### src/nfh_params.svh
// Purpose: Constants of the NAND host command sequencer.
// Assumes: 100 MHz CLK_I; x8 bus; addresses sent low byte first.
// Notes:   Times are printed figures; cycle counts derive from them.
`ifndef NFH_PARAMS_SVH
`define NFH_PARAMS_SVH

// ==========================================================
// Clock and times
`define NFH_CLK_MHZ        100
`define NFH_T_POWERUP_US   100
`define NFH_T_RST_MS       1
`define NFH_T_WB_NS        100
`define NFH_T_WHR_NS       60
`define NFH_POWERUP_CYC    (`NFH_T_POWERUP_US * `NFH_CLK_MHZ)
`define NFH_RST_CYC        (`NFH_T_RST_MS * 1000 * `NFH_CLK_MHZ)
`define NFH_WB_CYC         ((`NFH_T_WB_NS * `NFH_CLK_MHZ + 999) / 1000)
`define NFH_WHR_CYC        ((`NFH_T_WHR_NS * `NFH_CLK_MHZ + 999) / 1000)
`define NFH_TMR_W          17

// ==========================================================
// Strobe phases: two cycles low, two cycles high
`define NFH_PH_RISE        2'h1
`define NFH_PH_LAST        2'h3

// ==========================================================
// Opcodes
`define NFH_OP_RESET       8'hFF
`define NFH_OP_STATUS      8'h70
`define NFH_OP_STATUS_ENH  8'h78
`define NFH_OP_READ_ID     8'h90
`define NFH_OP_PARAM       8'hEC
`define NFH_OP_UID         8'hED
`define NFH_OP_GET_FEAT    8'hEE
`define NFH_OP_SET_FEAT    8'hEF
`define NFH_OP_READ        8'h00
`define NFH_OP_READ_GO     8'h30
`define NFH_OP_CACHE_SEQ   8'h31
`define NFH_OP_CACHE_LAST  8'h3F
`define NFH_OP_MOVE_RD     8'h35
`define NFH_OP_RAND_RD     8'h05
`define NFH_OP_RAND_RD2    8'h06
`define NFH_OP_RAND_IN     8'h85
`define NFH_OP_PROG        8'h80
`define NFH_OP_PROG_GO     8'h10
`define NFH_OP_PROG_CACHE  8'h15
`define NFH_OP_PLANE_PROG  8'h11
`define NFH_OP_ERASE       8'h60
`define NFH_OP_PLANE_ERASE 8'hD1
`define NFH_OP_UNLOCK_LO   8'h23
`define NFH_OP_UNLOCK_HI   8'h24
`define NFH_OP_LOCK_RD     8'h7A

// ==========================================================
// Status and identifier fields
`define NFH_STAT_RST_WP1   8'hE0
`define NFH_STAT_RST_WP0   8'h60
`define NFH_STAT_RDY       6
`define NFH_STAT_ARRAY_READY_FLAG      5
`define NFH_ID_ADDR_MAIN   8'h00
`define NFH_ID_ADDR_ONFI   8'h20
`define NFH_ID_SIG         32'h49464E4F
`define NFH_ID_DIE_MSB     17
`define NFH_ID_DIE_LSB     16
`define NFH_ID_DIE_TWO     2'b01
`define NFH_ID_CACHE_BIT   23
`define NFH_PLANE_BIT      22
`define NFH_MAX_BYTES      3'h5

`endif

### src/nfh_pkg.sv
// Purpose: Types and decode helpers of the NAND host sequencer.
// Assumes: nfh_params.svh holds the opcodes and the timer width.
// Notes:   Opcode classes are shared by the checks and the tracking.
`include "nfh_params.svh"

package nfh_pkg;

	// ==========================================================
	// Types
	typedef enum logic [11:0]
	{
		S_BOOT = 12'h001,
		S_PWR  = 12'h002,
		S_IDLE = 12'h004,
		S_CMD  = 12'h008,
		S_ADDR = 12'h010,
		S_CMD2 = 12'h020,
		S_TAIL = 12'h040,
		S_WB   = 12'h080,
		S_BUSY = 12'h100,
		S_GAP  = 12'h200,
		S_READ = 12'h400,
		S_DONE = 12'h800
	} nfh_state_type;

	typedef struct packed {
		nfh_state_type st;
		logic [1:0]    ph;
		logic [2:0]    idx;
		logic [7:0]    opc1;
		logic [2:0]    naddr;
		logic [39:0]   addr;
		logic [7:0]    opc2;
		logic          use2;
		logic [2:0]    ndata;
		logic          waitrb;
		logic [1:0]    init;
		logic [39:0]   rdata;
		logic          booted;
		logic          first_done;
		logic          last_rd;
		logic          last_cp;
		logic          two_pl;
		logic          mv_valid;
		logic          mv_plane;
		logic          otp;
		logic [7:0]    status;
		logic          ce_n;
		logic          cle;
		logic          ale;
		logic          we_n;
		logic          re_n;
		logic [7:0]    dq;
		logic          dq_oe;
		logic          wp_n;
		logic          ready;
		logic          done;
		logic          refused;
		logic          rst_tmo;
		logic          init_fault;
		logic          onfi_ok;
		logic          two_die;
		logic          cache_prog;
	} nfh_host_type;

	typedef struct packed {
		logic [`NFH_TMR_W-1:0] count;
		logic                  expired;
	} nfh_tmr_type;

	// ==========================================================
	// Helpers
	function automatic nfh_host_type nfh_host_rst();
		nfh_host_type x;
		x = '0;
		x.st = S_BOOT;
		x.ce_n = 1'b1;
		x.we_n = 1'b1;
		x.re_n = 1'b1;
		return x;
	endfunction

	function automatic logic nfh_naddr_ok(logic [7:0] op, logic [2:0] n);
		case (op)
			`NFH_OP_RESET, `NFH_OP_STATUS, `NFH_OP_CACHE_SEQ,
			`NFH_OP_CACHE_LAST:
				return n == 3'h0;
			`NFH_OP_READ:
				return n == 3'h0 || n == 3'h5;
			`NFH_OP_PROG, `NFH_OP_RAND_RD2:
				return n == 3'h5;
			`NFH_OP_RAND_IN:
				return n == 3'h2 || n == 3'h5;
			`NFH_OP_RAND_RD:
				return n == 3'h2;
			`NFH_OP_ERASE, `NFH_OP_STATUS_ENH, `NFH_OP_UNLOCK_LO,
			`NFH_OP_UNLOCK_HI, `NFH_OP_LOCK_RD:
				return n == 3'h3;
			`NFH_OP_READ_ID, `NFH_OP_PARAM, `NFH_OP_UID,
			`NFH_OP_GET_FEAT, `NFH_OP_SET_FEAT:
				return n == 3'h1;
			default:
				return 1'b1;
		endcase
	endfunction

	function automatic logic nfh_is_id_class(logic [7:0] op);
		return op == `NFH_OP_READ_ID || op == `NFH_OP_PARAM ||
			op == `NFH_OP_UID || op == `NFH_OP_GET_FEAT ||
			op == `NFH_OP_SET_FEAT;
	endfunction

	function automatic logic nfh_is_status(logic [7:0] op);
		return op == `NFH_OP_STATUS || op == `NFH_OP_STATUS_ENH;
	endfunction

	function automatic logic nfh_is_cache_rd(logic [7:0] op1,
		logic [7:0] op2, logic use2);
		return op1 == `NFH_OP_CACHE_SEQ || op1 == `NFH_OP_CACHE_LAST ||
			(use2 && op2 == `NFH_OP_CACHE_SEQ);
	endfunction

	function automatic nfh_host_type nfh_put_byte(nfh_host_type x,
		nfh_state_type st, logic cle, logic ale, logic [7:0] b);
		nfh_host_type y;
		y = x;
		y.st = st;
		y.ce_n = 1'b0;
		y.cle = cle;
		y.ale = ale;
		y.dq = b;
		y.dq_oe = 1'b1;
		y.we_n = 1'b0;
		y.ph = 2'h0;
		return y;
	endfunction

endpackage

### src/nfh_timer.sv
// Purpose: Down counter for power-up, busy and turnaround waits.
// Assumes: value_i is at least one.
// Notes:   expired_o rises value_i cycles after load_i.
`include "nfh_params.svh"
module nfh_timer
(
	input  wire logic                  clk_i,
	input  wire logic                  rst_i,
	input  wire logic                  load_i,
	input  wire logic [`NFH_TMR_W-1:0] value_i,
	output logic                       expired_o
);
	import nfh_pkg::*;

	nfh_tmr_type s;
	nfh_tmr_type next_s;

	// ==========================================================
	// Count
	always_comb
	begin
		next_s = s;
		if (load_i)
		begin
			next_s.count = value_i;
			next_s.expired = 1'b0;
		end
		else if (s.count > `NFH_TMR_W'(1))
			next_s.count = s.count - `NFH_TMR_W'(1);
		else
		begin
			next_s.count = '0;
			next_s.expired = 1'b1;
		end
	end

	always_ff @(posedge clk_i)
	begin
		if (rst_i)
			s <= '0;
		else
			s <= next_s;
	end

	assign expired_o = s.expired;
endmodule

### src/nfh_host.sv
// Purpose: Host sequencer driving an asynchronous NAND target.
// Assumes: One target; user gives opcodes, address bytes, read count.
// Notes:   Data input phases of program are not generated.
`include "nfh_params.svh"

module nfh_host
#(
	parameter int P_POWERUP_CYC = `NFH_POWERUP_CYC,
	parameter int P_RST_CYC     = `NFH_RST_CYC
)
(
	input  wire logic        CLK_I,
	input  wire logic        RST_I,
	input  wire logic        REQ_I,
	input  wire logic [7:0]  OPC1_I,
	input  wire logic [2:0]  NADDR_I,
	input  wire logic [39:0] ADDR_I,
	input  wire logic [7:0]  OPC2_I,
	input  wire logic        USE_OPC2_I,
	input  wire logic [2:0]  NDATA_I,
	input  wire logic        WAIT_RB_I,
	input  wire logic        ECC_EN_I,
	input  wire logic        WP_REL_I,
	output logic             READY_O,
	output logic             DONE_O,
	output logic             REFUSED_O,
	output logic [39:0]      RDATA_O,
	output logic [7:0]       STATUS_O,
	output logic             INIT_FAULT_O,
	output logic             RST_TMO_O,
	output logic             ONFI_OK_O,
	output logic             ID_TWO_DIE_O,
	output logic             ID_CACHE_PROG_O,
	output logic             OTP_ARMED_O,
	output logic             NAND_CE_N_O,
	output logic             NAND_CLE_O,
	output logic             NAND_ALE_O,
	output logic             NAND_WE_N_O,
	output logic             NAND_READ_STROBE_N_O,
	output logic             NAND_WP_N_O,
	output logic [7:0]       NAND_DQ_O,
	output logic             NAND_DQ_OE_O,
	input  wire logic [7:0]  NAND_DQ_I,
	input  wire logic        NAND_RB_N_I
);
	import nfh_pkg::*;

	localparam nfh_host_type HOST_RST = nfh_host_rst();

	nfh_host_type          s;
	nfh_host_type          next_s;
	logic                  tmr_load;
	logic [`NFH_TMR_W-1:0] tmr_val;
	logic                  tmr_exp;
	logic                  req_bad;
	logic                  arr_busy;

	nfh_timer u_timer
	(
		.clk_i     (CLK_I),
		.rst_i     (RST_I),
		.load_i    (tmr_load),
		.value_i   (tmr_val),
		.expired_o (tmr_exp)
	);

	// ==========================================================
	// Next byte of a write burst
	function automatic nfh_host_type next_byte(nfh_host_type x);
		nfh_host_type y;
		logic [2:0]   nx;
		y = x;
		nx = x.idx + 3'h1;
		if (x.st == S_CMD && x.naddr != 3'h0)
		begin
			y = nfh_put_byte(x, S_ADDR, 1'b0, 1'b1, x.addr[7:0]);
			y.idx = 3'h0;
		end
		else if (x.st == S_ADDR && nx != x.naddr)
		begin
			y = nfh_put_byte(x, S_ADDR, 1'b0, 1'b1,
				x.addr[{nx, 3'b000} +: 8]);
			y.idx = nx;
		end
		else if (x.st != S_CMD2 && x.use2)
			y = nfh_put_byte(x, S_CMD2, 1'b1, 1'b0, x.opc2);
		else
		begin
			y.st = S_TAIL;
			y.cle = 1'b0;
			y.ale = 1'b0;
			y.dq_oe = 1'b0;
		end
		return y;
	endfunction

	// ==========================================================
	// Request screening
	assign arr_busy = s.status[`NFH_STAT_RDY] && !s.status[`NFH_STAT_ARRAY_READY_FLAG];
	assign req_bad =
		!nfh_naddr_ok(OPC1_I, NADDR_I) ||
		NDATA_I > `NFH_MAX_BYTES ||
		(ECC_EN_I && (nfh_is_cache_rd(OPC1_I, OPC2_I, USE_OPC2_I) ||
		OPC1_I == `NFH_OP_RAND_RD2 || (USE_OPC2_I &&
		(OPC2_I == `NFH_OP_PROG_CACHE || OPC2_I == `NFH_OP_PLANE_PROG ||
		OPC2_I == `NFH_OP_PLANE_ERASE || OPC2_I == `NFH_OP_READ)))) ||
		(OPC1_I == `NFH_OP_RAND_RD2 && !s.two_pl) ||
		(nfh_is_cache_rd(OPC1_I, OPC2_I, USE_OPC2_I) && arr_busy &&
		!s.last_rd) ||
		(USE_OPC2_I && OPC2_I == `NFH_OP_PROG_CACHE && arr_busy &&
		!s.last_cp) ||
		(OPC1_I == `NFH_OP_RAND_IN && USE_OPC2_I &&
		OPC2_I == `NFH_OP_PROG_GO && s.mv_valid &&
		ADDR_I[`NFH_PLANE_BIT] != s.mv_plane) ||
		(!NAND_RB_N_I && nfh_is_id_class(OPC1_I));

	// ==========================================================
	// Sequencer
	always_comb
	begin
		next_s = s;
		tmr_load = 1'b0;
		tmr_val = '0;
		next_s.done = 1'b0;
		next_s.refused = 1'b0;
		case (s.st)
			S_BOOT:
			begin
				tmr_load = 1'b1;
				tmr_val = `NFH_TMR_W'(P_POWERUP_CYC);
				next_s.st = S_PWR;
			end
			S_PWR:
			begin
				if (tmr_exp && NAND_RB_N_I)
				begin
					next_s.booted = 1'b1;
					next_s.opc1 = `NFH_OP_RESET;
					next_s.naddr = 3'h0;
					next_s.use2 = 1'b0;
					next_s.ndata = 3'h0;
					next_s.waitrb = 1'b1;
					next_s.init = 2'h1;
					next_s = nfh_put_byte(next_s, S_CMD, 1'b1, 1'b0,
						`NFH_OP_RESET);
				end
			end
			S_IDLE:
			begin
				next_s.wp_n = WP_REL_I;
				if (REQ_I && req_bad)
					next_s.refused = 1'b1;
				else if (REQ_I)
				begin
					next_s.ready = 1'b0;
					next_s.opc1 = OPC1_I;
					next_s.naddr = NADDR_I;
					next_s.addr = ADDR_I;
					next_s.opc2 = OPC2_I;
					next_s.use2 = USE_OPC2_I;
					next_s.ndata = NDATA_I;
					next_s.waitrb = WAIT_RB_I;
					next_s = nfh_put_byte(next_s, S_CMD, 1'b1, 1'b0, OPC1_I);
				end
			end
			S_CMD, S_ADDR, S_CMD2:
			begin
				next_s.ph = s.ph + 2'h1;
				if (s.ph == `NFH_PH_RISE)
					next_s.we_n = 1'b1;
				if (s.ph == `NFH_PH_LAST)
					next_s = next_byte(s);
			end
			S_TAIL:
			begin
				tmr_load = 1'b1;
				if (s.waitrb)
				begin
					tmr_val = `NFH_TMR_W'(`NFH_WB_CYC);
					next_s.st = S_WB;
				end
				else if (s.ndata != 3'h0)
				begin
					tmr_val = `NFH_TMR_W'(`NFH_WHR_CYC);
					next_s.st = S_GAP;
				end
				else
					next_s.st = S_DONE;
			end
			S_WB:
			begin
				if (tmr_exp)
				begin
					tmr_load = 1'b1;
					tmr_val = `NFH_TMR_W'(P_RST_CYC);
					next_s.st = S_BUSY;
				end
			end
			S_BUSY:
			begin
				if (NAND_RB_N_I && s.ndata != 3'h0)
				begin
					tmr_load = 1'b1;
					tmr_val = `NFH_TMR_W'(`NFH_WHR_CYC);
					next_s.st = S_GAP;
				end
				else if (NAND_RB_N_I)
					next_s.st = S_DONE;
				else if (tmr_exp && s.opc1 == `NFH_OP_RESET)
				begin
					next_s.rst_tmo = 1'b1;
					next_s.st = S_DONE;
				end
			end
			S_GAP:
			begin
				if (tmr_exp)
				begin
					next_s.st = S_READ;
					next_s.re_n = 1'b0;
					next_s.ph = 2'h0;
					next_s.idx = 3'h0;
				end
			end
			S_READ:
			begin
				next_s.ph = s.ph + 2'h1;
				if (s.ph == `NFH_PH_RISE)
				begin
					next_s.re_n = 1'b1;
					next_s.rdata[{s.idx, 3'b000} +: 8] = NAND_DQ_I;
				end
				if (s.ph == `NFH_PH_LAST && s.idx + 3'h1 == s.ndata)
					next_s.st = S_DONE;
				else if (s.ph == `NFH_PH_LAST)
				begin
					next_s.re_n = 1'b0;
					next_s.idx = s.idx + 3'h1;
				end
			end
			S_DONE:
			begin
				next_s.ce_n = 1'b1;
				next_s.st = S_IDLE;
				next_s.ready = 1'b1;
				if (s.opc1 == `NFH_OP_RESET)
				begin
					next_s.first_done = 1'b1;
					next_s.last_rd = 1'b0;
					next_s.last_cp = 1'b0;
					next_s.two_pl = 1'b0;
					next_s.mv_valid = 1'b0;
					next_s.otp = 1'b0;
				end
				else if (!nfh_is_status(s.opc1))
				begin
					next_s.last_rd = nfh_is_cache_rd(s.opc1, s.opc2, s.use2) ||
						(s.opc1 == `NFH_OP_READ && s.use2 &&
						s.opc2 == `NFH_OP_READ_GO);
					next_s.last_cp = s.use2 && s.opc2 == `NFH_OP_PROG_CACHE;
					next_s.two_pl = (s.use2 && s.opc2 == `NFH_OP_READ) ||
						(s.two_pl && (s.opc1 == `NFH_OP_READ ||
						s.opc1 == `NFH_OP_RAND_RD2 ||
						s.opc1 == `NFH_OP_RAND_RD));
				end
				if (s.use2 && s.opc2 == `NFH_OP_MOVE_RD)
				begin
					next_s.mv_valid = 1'b1;
					next_s.mv_plane = s.addr[`NFH_PLANE_BIT];
				end
				if (s.opc1 == `NFH_OP_SET_FEAT)
					next_s.otp = 1'b1;
				if (s.opc1 == `NFH_OP_STATUS && s.ndata != 3'h0)
					next_s.status = s.rdata[7:0];
				if (s.opc1 == `NFH_OP_READ_ID &&
					s.addr[7:0] == `NFH_ID_ADDR_ONFI)
					next_s.onfi_ok = s.rdata[31:0] == `NFH_ID_SIG;
				if (s.opc1 == `NFH_OP_READ_ID &&
					s.addr[7:0] == `NFH_ID_ADDR_MAIN &&
					s.ndata == `NFH_MAX_BYTES)
				begin
					next_s.two_die = s.rdata[`NFH_ID_DIE_MSB:`NFH_ID_DIE_LSB]
						== `NFH_ID_DIE_TWO;
					next_s.cache_prog = s.rdata[`NFH_ID_CACHE_BIT];
				end
				if (s.init == 2'h1)
				begin
					next_s.init = 2'h2;
					next_s.ready = 1'b0;
					next_s.opc1 = `NFH_OP_STATUS;
					next_s.ndata = 3'h1;
					next_s.waitrb = 1'b0;
					next_s = nfh_put_byte(next_s, S_CMD, 1'b1, 1'b0,
						`NFH_OP_STATUS);
				end
				else if (s.init == 2'h2)
				begin
					next_s.init = 2'h0;
					next_s.init_fault = s.rdata[7:0] != (s.wp_n ?
						`NFH_STAT_RST_WP1 : `NFH_STAT_RST_WP0);
				end
				else
					next_s.done = 1'b1;
			end
			default:
				next_s = HOST_RST;
		endcase
	end

	always_ff @(posedge CLK_I)
	begin
		if (RST_I)
			s <= HOST_RST;
		else
			s <= next_s;
	end

	// ==========================================================
	// Outputs
	assign READY_O = s.ready;
	assign DONE_O = s.done;
	assign REFUSED_O = s.refused;
	assign RDATA_O = s.rdata;
	assign STATUS_O = s.status;
	assign INIT_FAULT_O = s.init_fault;
	assign RST_TMO_O = s.rst_tmo;
	assign ONFI_OK_O = s.onfi_ok;
	assign ID_TWO_DIE_O = s.two_die;
	assign ID_CACHE_PROG_O = s.cache_prog;
	assign OTP_ARMED_O = s.otp;
	assign NAND_CE_N_O = s.ce_n;
	assign NAND_CLE_O = s.cle;
	assign NAND_ALE_O = s.ale;
	assign NAND_WE_N_O = s.we_n;
	assign NAND_READ_STROBE_N_O = s.re_n;
	assign NAND_WP_N_O = s.wp_n;
	assign NAND_DQ_O = s.dq;
	assign NAND_DQ_OE_O = s.dq_oe;

	// ==========================================================
	// Checks
	chk_boot_wait: assert property
		(@(posedge CLK_I) disable iff (RST_I) $fell(s.ce_n) |-> s.booted)
		else $error("chip enable before power-up wait");
	chk_first_reset: assert property
		(@(posedge CLK_I) disable iff (RST_I)
		($fell(s.we_n) && s.cle && !s.first_done) |-> s.dq == `NFH_OP_RESET)
		else $error("first command is not reset");
	chk_id_busy: assert property
		(@(posedge CLK_I) disable iff (RST_I)
		(s.st == S_IDLE && REQ_I && OPC1_I == `NFH_OP_READ_ID &&
		!NAND_RB_N_I) |=> (REFUSED_O && s.st == S_IDLE))
		else $error("identifier read sent while busy");
	chk_busy_gate: assert property
		(@(posedge CLK_I) disable iff (RST_I)
		(s.st == S_IDLE && REQ_I && OPC1_I == `NFH_OP_SET_FEAT &&
		!NAND_RB_N_I) |=> REFUSED_O)
		else $error("feature command sent while busy");
	chk_ecc_cache: assert property
		(@(posedge CLK_I) disable iff (RST_I)
		(s.st == S_IDLE && REQ_I && ECC_EN_I &&
		OPC1_I == `NFH_OP_CACHE_SEQ) |=> REFUSED_O)
		else $error("cache read sent with ECC on");
	chk_cmd_latch: assert property
		(@(posedge CLK_I) disable iff (RST_I)
		!s.we_n |-> (s.re_n && !s.ce_n && !(s.cle && s.ale) && s.dq_oe))
		else $error("bad latch enables during write strobe");
	chk_we_width: assert property
		(@(posedge CLK_I) disable iff (RST_I)
		$fell(s.we_n) |-> !s.we_n [*2] ##1 s.we_n [*2])
		else $error("write strobe shape wrong");
	chk_read_strobe: assert property
		(@(posedge CLK_I) disable iff (RST_I)
		!s.re_n |-> (s.we_n && !s.cle && !s.ale && !s.ce_n && !s.dq_oe))
		else $error("read strobe with bad control lines");
	chk_busy_hold: assert property
		(@(posedge CLK_I) disable iff (RST_I)
		(s.st == S_BUSY && !NAND_RB_N_I && s.opc1 != `NFH_OP_RESET)
		|=> s.st == S_BUSY)
		else $error("left busy wait while line low");
	chk_rst_status: assert property
		(@(posedge CLK_I) disable iff (RST_I)
		(s.st == S_DONE && s.init == 2'h2) |=> INIT_FAULT_O ==
		($past(s.rdata[7:0]) != ($past(s.wp_n) ?
		`NFH_STAT_RST_WP1 : `NFH_STAT_RST_WP0)))
		else $error("reset status check wrong");
endmodule

### config.mk
export PLATFORM = sky130hd
export DESIGN_NAME = nfh_host
export DESIGN_NICKNAME = d
export VERILOG_FILES = /design/src/nfh_pkg.sv /design/src/nfh_timer.sv /design/src/nfh_host.sv
export VERILOG_INCLUDE_DIRS = /design/src
export SDC_FILE = /design/constraint.sdc
export NUM_CORES = 1
export LEC_CHECK = 0
export ABC_AREA = 1
export BUFFER_PORTS_ARGS = -buffer_cell sky130_fd_sc_hd__buf_2
export CAP_MARGIN = 5
export CORE_AREA = 10 10 203 205
export CTS_BUF_LIST = sky130_fd_sc_hd__clkbuf_8
export DETAILED_ROUTE_END_ITERATION = 12
export DIE_AREA = 0 0 213 215
export HOLD_SLACK_MARGIN = 0.1
export PLACE_DENSITY = 0.57
export SYNTH_ARGS = -nofsm -noshare
export SYNTH_HDL_FRONTEND = slang
export SYNTH_HIERARCHICAL = 1
export SYNTH_SLANG_ARGS = --single-unit
### constraint.sdc
create_clock -name CLK_I -period 3.8 [get_ports CLK_I]
set_input_delay 0.19 -clock CLK_I [delete_from_list [all_inputs] [get_ports CLK_I]]
set_output_delay 0.19 -clock CLK_I [all_outputs]
set_load 0.01 [all_outputs]
Word level (Yosys, flattened, before mapping)

Cells that the tools add are included.

Add/subtract/negate cells: 4
Magnitude comparators: 2
Equal/unequal tests: 90
Shifts and indexed selects: 3
Mux-type cells: 73
Bitwise logic cells: 8
Reduce and logical (&&, ||, !) cells: 106

Operators with widths:

| operator               | count |
|---|---|
| $mux 162               | 5 |
| $pmux 66 s5            | 1 |
| $pmux 40 s6            | 1 |
| $mux 156               | 1 |
| $mux 128               | 1 |
| $pmux 12 s10           | 1 |
| $eq 8x8->1 const B     | 12 |
| $pmux 19 s5            | 1 |
| $eq 8x6->1 const B     | 11 |
| $mux 12                | 7 |
| $mux 73                | 1 |
| $pmux 17 s4            | 1 |
| $pmux 13 s5            | 1 |
| $mux 17                | 3 |
| $eq 8x7->1 const B     | 6 |
| $reduce_and 6->1       | 8 |
| $bwmux 40              | 1 |
| $logic_not 8->1        | 5 |
| $mux 40                | 1 |
| $shift 8x8->40 const A | 1 |
| $shiftx 40x7->8        | 1 |
| $shiftx 8x8->40        | 1 |
| $pmux 5 s7             | 1 |
| $logic_and 1x1->1      | 34 |
| 65 further kinds       | 180 |

Bits in registers: 179
Input bits: 78
Output and inout port bits: 72
Logic and storage cells: 324

Depth between registers and ports, before layout

Depth in word-level cells: 16
Mapped depth: 19
Gate-level depth less buffers: 17

Hierarchy

Netlist, hierarchy kept.

By module, submodules not included:

| module    | instances | cells an instance | area each (µm²) | seq. area each (µm²) |
|---|---|---|---|---|
| nfh_host  | 1         | 1,567             | 9,658.0         | 3,203.1 |
| nfh_timer | 1         | 211               | 1,325.0         | 360.3 |

Worst setup path before layout

No wires, ideal clock.

Path type: register to register
Start point: reg s[145] (netlist bit)
End point: reg s (netlist bit RDATA_O[32])
Library setup time: 0.132 ns
Arrival: 2.738 ns
Required time: 3.668 ns
Slack: 0.929 ns
Cell stages (with the launch flop): 11
Path buffers: 2
Period minus slack after synthesis: 2.871 ns
Cell sequence: dfxtp_1 buf_2 clkinv_1 clkbuf_1 ha_1 ha_1 inv_1 nor4_1 o21ai_2 nand2_1 a21oi_1

Longest elaborated chain between the ends: 5
Elaborated cells between the ends (all ways): 6
Classes of those cells: add/sub: 1; shift: 2; mux: 3

Ends and longest elaborated chain:

| element                                                  | line            | source |
|---|---|---|
| start: declaration                                       | nfh_host.sv:50  | `nfh_host_type s;` |
| start signal: assignment                                 | nfh_host.sv:315 | `s <= next_s;` |
| $neg 6->8 *                                              | nfh_host.sv:231 | `next_s.rdata[{s.idx, 3'b000} +: 8] = NAND_DQ_I;` |
| $shiftx 8x8->40 / $shift 8x8->40 (equally long branches) | nfh_host.sv:231 |  |
| $bwmux 40 *                                              | nfh_host.sv:231 |  |
| $mux 40 *                                                | nfh_host.sv:228 | `` if (s.ph == `NFH_PH_RISE) `` |
| $pmux 40 s6 *                                            | nfh_host.sv:126 | `case (s.st)` |

Mark *: on every way between the ends. The rest lies on a longest branch, timed or not. The select of a mux whose other input is x is not followed.
A chain may end at the register's enable or synchronous reset.

Worst setup path after layout

Start point: reg s[145] (netlist bit)
End point: reg s (netlist bit NAND_DQ_OE_O)

Longest elaborated chain between the ends: 7

Ends and longest elaborated chain:

| element           | line            | source |
|---|---|---|
| $add 3x1->3       | nfh_host.sv:73  | `nx = x.idx + 3'h1;` |
| $ne 3x3->1        | nfh_host.sv:79  | `else if (x.st == S_ADDR && nx != x.naddr)` |
| $logic_and 1x1->1 | nfh_host.sv:79  |  |
| $mux 162          | nfh_host.sv:79  |  |
| $mux 162          | nfh_host.sv:74  | `if (x.st == S_CMD && x.naddr != 3'h0)` |
| $mux 162          | nfh_host.sv:171 | `` if (s.ph == `NFH_PH_LAST) `` |
| $pmux 13 s5       | nfh_host.sv:126 |  |

Every way passes these cells. The select of a mux whose other input is x is not followed.

==> summary.md <==
| Metric | Value |
|---|---|
| Tmin final | `3.05 ns` |
| Layout cells sized above 1 | `14.2%` |
| Area leader, netlist | `dfxtp_1` |
| Net Sw Frac | `50.8%` |
| DRT antenna net count | `0` |
| Final setup vio count | `0` |
| Clock Latency Late Sink | `0.48 ns` |
| Top cells by area, synth | `dfxtp_1, nand2_1, nor2_1, inv_1, a21oi_1` |
| DR WL/cell | `15.7 um` |
| Clk sink count | `178` |
| Mapped Area | `11000 sq um` |
| Root buf cell | `clkbuf_8` |
| Setup TNS | `0 ns` |
| Crit path max fanout | `44` |
| Run status | `finished clean` |
| Max clock buf depth | `2` |
| Pwr per Cell Area | `755 nW/um^2` |
| Die area | `45800 sq um` |
| Vias in the first global route | `11000` |
| Core Rows | `71` |
| Via count | `11400` |
| Unrepaired setup endpoints after global routing | `false` |
| Tightest Hold Check Type | `input port to register` |
| Grt ovf | `0` |
| Worst Clk Skew | `0.0269 ns` |
| Fmax | `327 MHz` |
| Final instance area | `12500 sq um` |
| Critical Path RT | `4.11 ns` |
| Seq/Total Area, Yosys | `32.4%` |
| Area growth from synthesis to layout | `14.2%` |
| Cts bufs inserted | `17` |
| Synth warnings | `6` |
| Initial antenna violation count | `1` |
| Max_cap viols | `0` |
| Post-synth EDFFs | `0` |
| CTS H-tree lvls | `4` |
| Yosys cell types | `51` |
| Placer Congestion | `0.914` |
| Slew headroom | `25.3%` |
| # DRC | `0` |
| Cell Int Power | `4.66 mW` |
| Final period util | `80.4%` |
| Switch Pwr | `4.81 mW` |
| CTS tree | `built` |
| Dpl cell area | `11700 sq um` |
| Buffers on Ports | `149` |
| DP HPWL | `28700 um` |
| Worst-path clk slew | `0.11 ns` |
| First-pass GRT wire length | `59900 um` |
| Pin count of the biggest net entering global routing | `100` |
| IO Pins | `150` |
| Worst slew pin tran | `1.12 ns` |
| Total global-route track usage | `16.2%` |
| Diodes inserted | `0` |
| Synth top area share | `32.4%` |
| Core region area | `37200 sq um` |
| Die X-Extent | `213 um` |
| Initial Util | `29.5%` |
| #FFs+latches synth | `178` |
| Slew Viols, Final | `0` |
| Leak | `6.08 nW` |
| First-iteration detailed-routing DRC count | `839` |
| WL final | `37400 um` |
| Cts repair resizes | `0` |
| Sequential Power Share | `26.8%` |
| Crit path kind | `register to register` |
| Share of power burned in combinational logic | `58.8%` |
| Synthesized instance count | `1778` |
| Post-synth top flop | `dfxtp_1` |
| Final Hold Viols | `0` |
| Worst Path Arrival | `3.36 ns` |
| Peak VDD IR | `0.493 mV` |
| Startpoint Class | `register` |
| DR pass1 iterations | `5` |
| Clk pwr share | `14.4%` |
| Syn_area_per_cell | `6.18 sq um` |
| Critical Path End Type | `register` |
| NumNets Final | `1982` |
| Via density | `4.79` |
| Die height | `215 um` |
| Post-synth ARST share | `0%` |
[synth_stat cells (11+ instances only)]
cell and n:
nor4_1 11, inv_2 16, nor2_1 314, buf_4 65, dfxtp_1 178, nor3_1 22, inv_1 217, ha_1 11
a21oi_1 110, nand2_1 460, o21ai_0 50, nand4_1 56, buf_2 18, nand3_1 94, clkbuf_1 27, nor2_2 23
[state kept, by name (all words and copies together), names as in the netlist]
| register | flops |
|---|---|
| READY_O | 1 |
| ID_CACHE_PROG_O | 1 |
| REFUSED_O | 1 |
| u_timer/s | 17 |
| NAND_CE_N_O | 1 |
| INIT_FAULT_O | 1 |
| OTP_ARMED_O | 1 |
| u_timer/expired_o | 1 |
| NAND_DQ_O | 8 |
| DONE_O | 1 |
| RST_TMO_O | 1 |
| RDATA_O | 40 |
| NAND_WE_N_O | 1 |
| NAND_CLE_O | 1 |
| ID_TWO_DIE_O | 1 |
| NAND_WP_N_O | 1 |
| s | 88 |
| STATUS_O | 8 |
| NAND_DQ_OE_O | 1 |
| NAND_ALE_O | 1 |
| ONFI_OK_O | 1 |
| NAND_READ_STROBE_N_O | 1 |
[cells in the final DEF (no fill, tap or decap), types with 3 or more instances in the layout]
cell / n
nand2_4: 4
xnor2_1: 3
nand3_1: 94
buf_4: 21
dfxtp_1: 178
clkinv_4: 3
nor2_4: 5
nand4_1: 56
nand2_2: 10
conb_1: 5
ha_1: 11
clkinv_1: 4
o21ai_0: 50
nor3_1: 22
nand2_1: 460
inv_1: 218
o21ai_1: 3
inv_2: 17
o31ai_1: 8
a21oi_1: 110
nor2_2: 23
xor2_1: 4
clkbuf_8: 18
clkinvlp_4: 3
nor2_1: 314
a211oi_1: 4
nor4_1: 11
dlygate4sd3_1: 42
buf_2: 148
a22oi_1: 9
a31oi_1: 10
inv_6: 4
o211ai_1: 7
[cell families after synthesis]
logic type               synth area share, %
AND/OR/NAND/NOR                         39.9
AO/OA/AOI/OAI                           10.6
other                                 0.0341
adder cells (fa/ha/maj)                 1.25
buffers and inverters                   15.3
flip-flops                              32.4
XOR/XNOR                               0.558
[path summary, 6_finish.rpt]
path	from	endpoint	slack, ns	depth (start not counted)
setup / recovery	s[145]	NAND_DQ_OE_O	0.75	16
hold / removal	ADDR_I[20]	s[114]	0.11	5
setup reg to reg	s[145]	NAND_DQ_OE_O	0.75	16
hold reg to reg	NAND_CE_N_O	NAND_CE_N_O	0.46	2
[worst max-delay path, stage by stage (launching register included)]
cell and delay [ns]:
dfxtp_1 0.35, buf_4 0.40, ha_1 0.25, inv_1 0.06, nand2_1 0.06, nand2_1 0.06, buf_4 0.18, nand2_1 0.07
nand3_1 0.09, nand2_1 0.31, inv_1 0.13, nor2_2 0.30, nor2_1 0.13, inv_1 0.14, nand3_1 0.09, nand3_1 0.15
a21oi_1 0.08
[metrics by stage]
step	hold slack, ns	std cells	utilization [%]	setup slack [ns]	power, mW
after floorplan	0.342	1782	-	0.929	6.89
after global placement	0.439	2306	31.5	0.935	8.03
after detailed placement	0.438	2306	31.5	0.868	8.07
after CTS	0.100	2380	33.7	0.835	9.49
after global routing	0.115	2380	33.7	0.407	10.4
final	0.115	2380	33.7	0.746	9.47
[timing repair]
item,in CTS,in global routing
hold endpoints to repair,61,0
buffers inserted,0,0
endpoints found under the setup margin,0,0
hold buffers,42,0
[routing by layer]
layer | vias up | part of all wire (%) | GRT usage, % | wire [um]
li1 | 5796 | - | - | -
met1 | 5225 | 45 | 20.7 | 16900
met4 | 2 | 2.3 | 3.81 | 843
met3 | 52 | 5.2 | 3.23 | 1950
met2 | 314 | 47 | 27.1 | 17700
met5 | - | 0.019 | 0 | 7
[final cells by class]
class / instances / area, sq um
fill: 4108 / 24700
multi-input combinational: 1246 / 5760
sequential: 178 / 3560
timing repair buffer: 212 / 1340
inverter: 238 / 893
tap: 474 / 593
clock buffer: 18 / 248
clock inverter: 14 / 153
[power by group through the flow]
stage | combinational, mW | sequential [mW] | clock, mW
final | 5.56 | 2.54 | 1.37
after global routing | 6.37 | 2.57 | 1.48
after CTS | 5.56 | 2.53 | 1.39
after detailed placement | 5.50 | 2.57 | 0
after global placement | 5.46 | 2.57 | 0
after floorplan | 4.40 | 2.49 | 0
(Power assumes the default switching activity.)
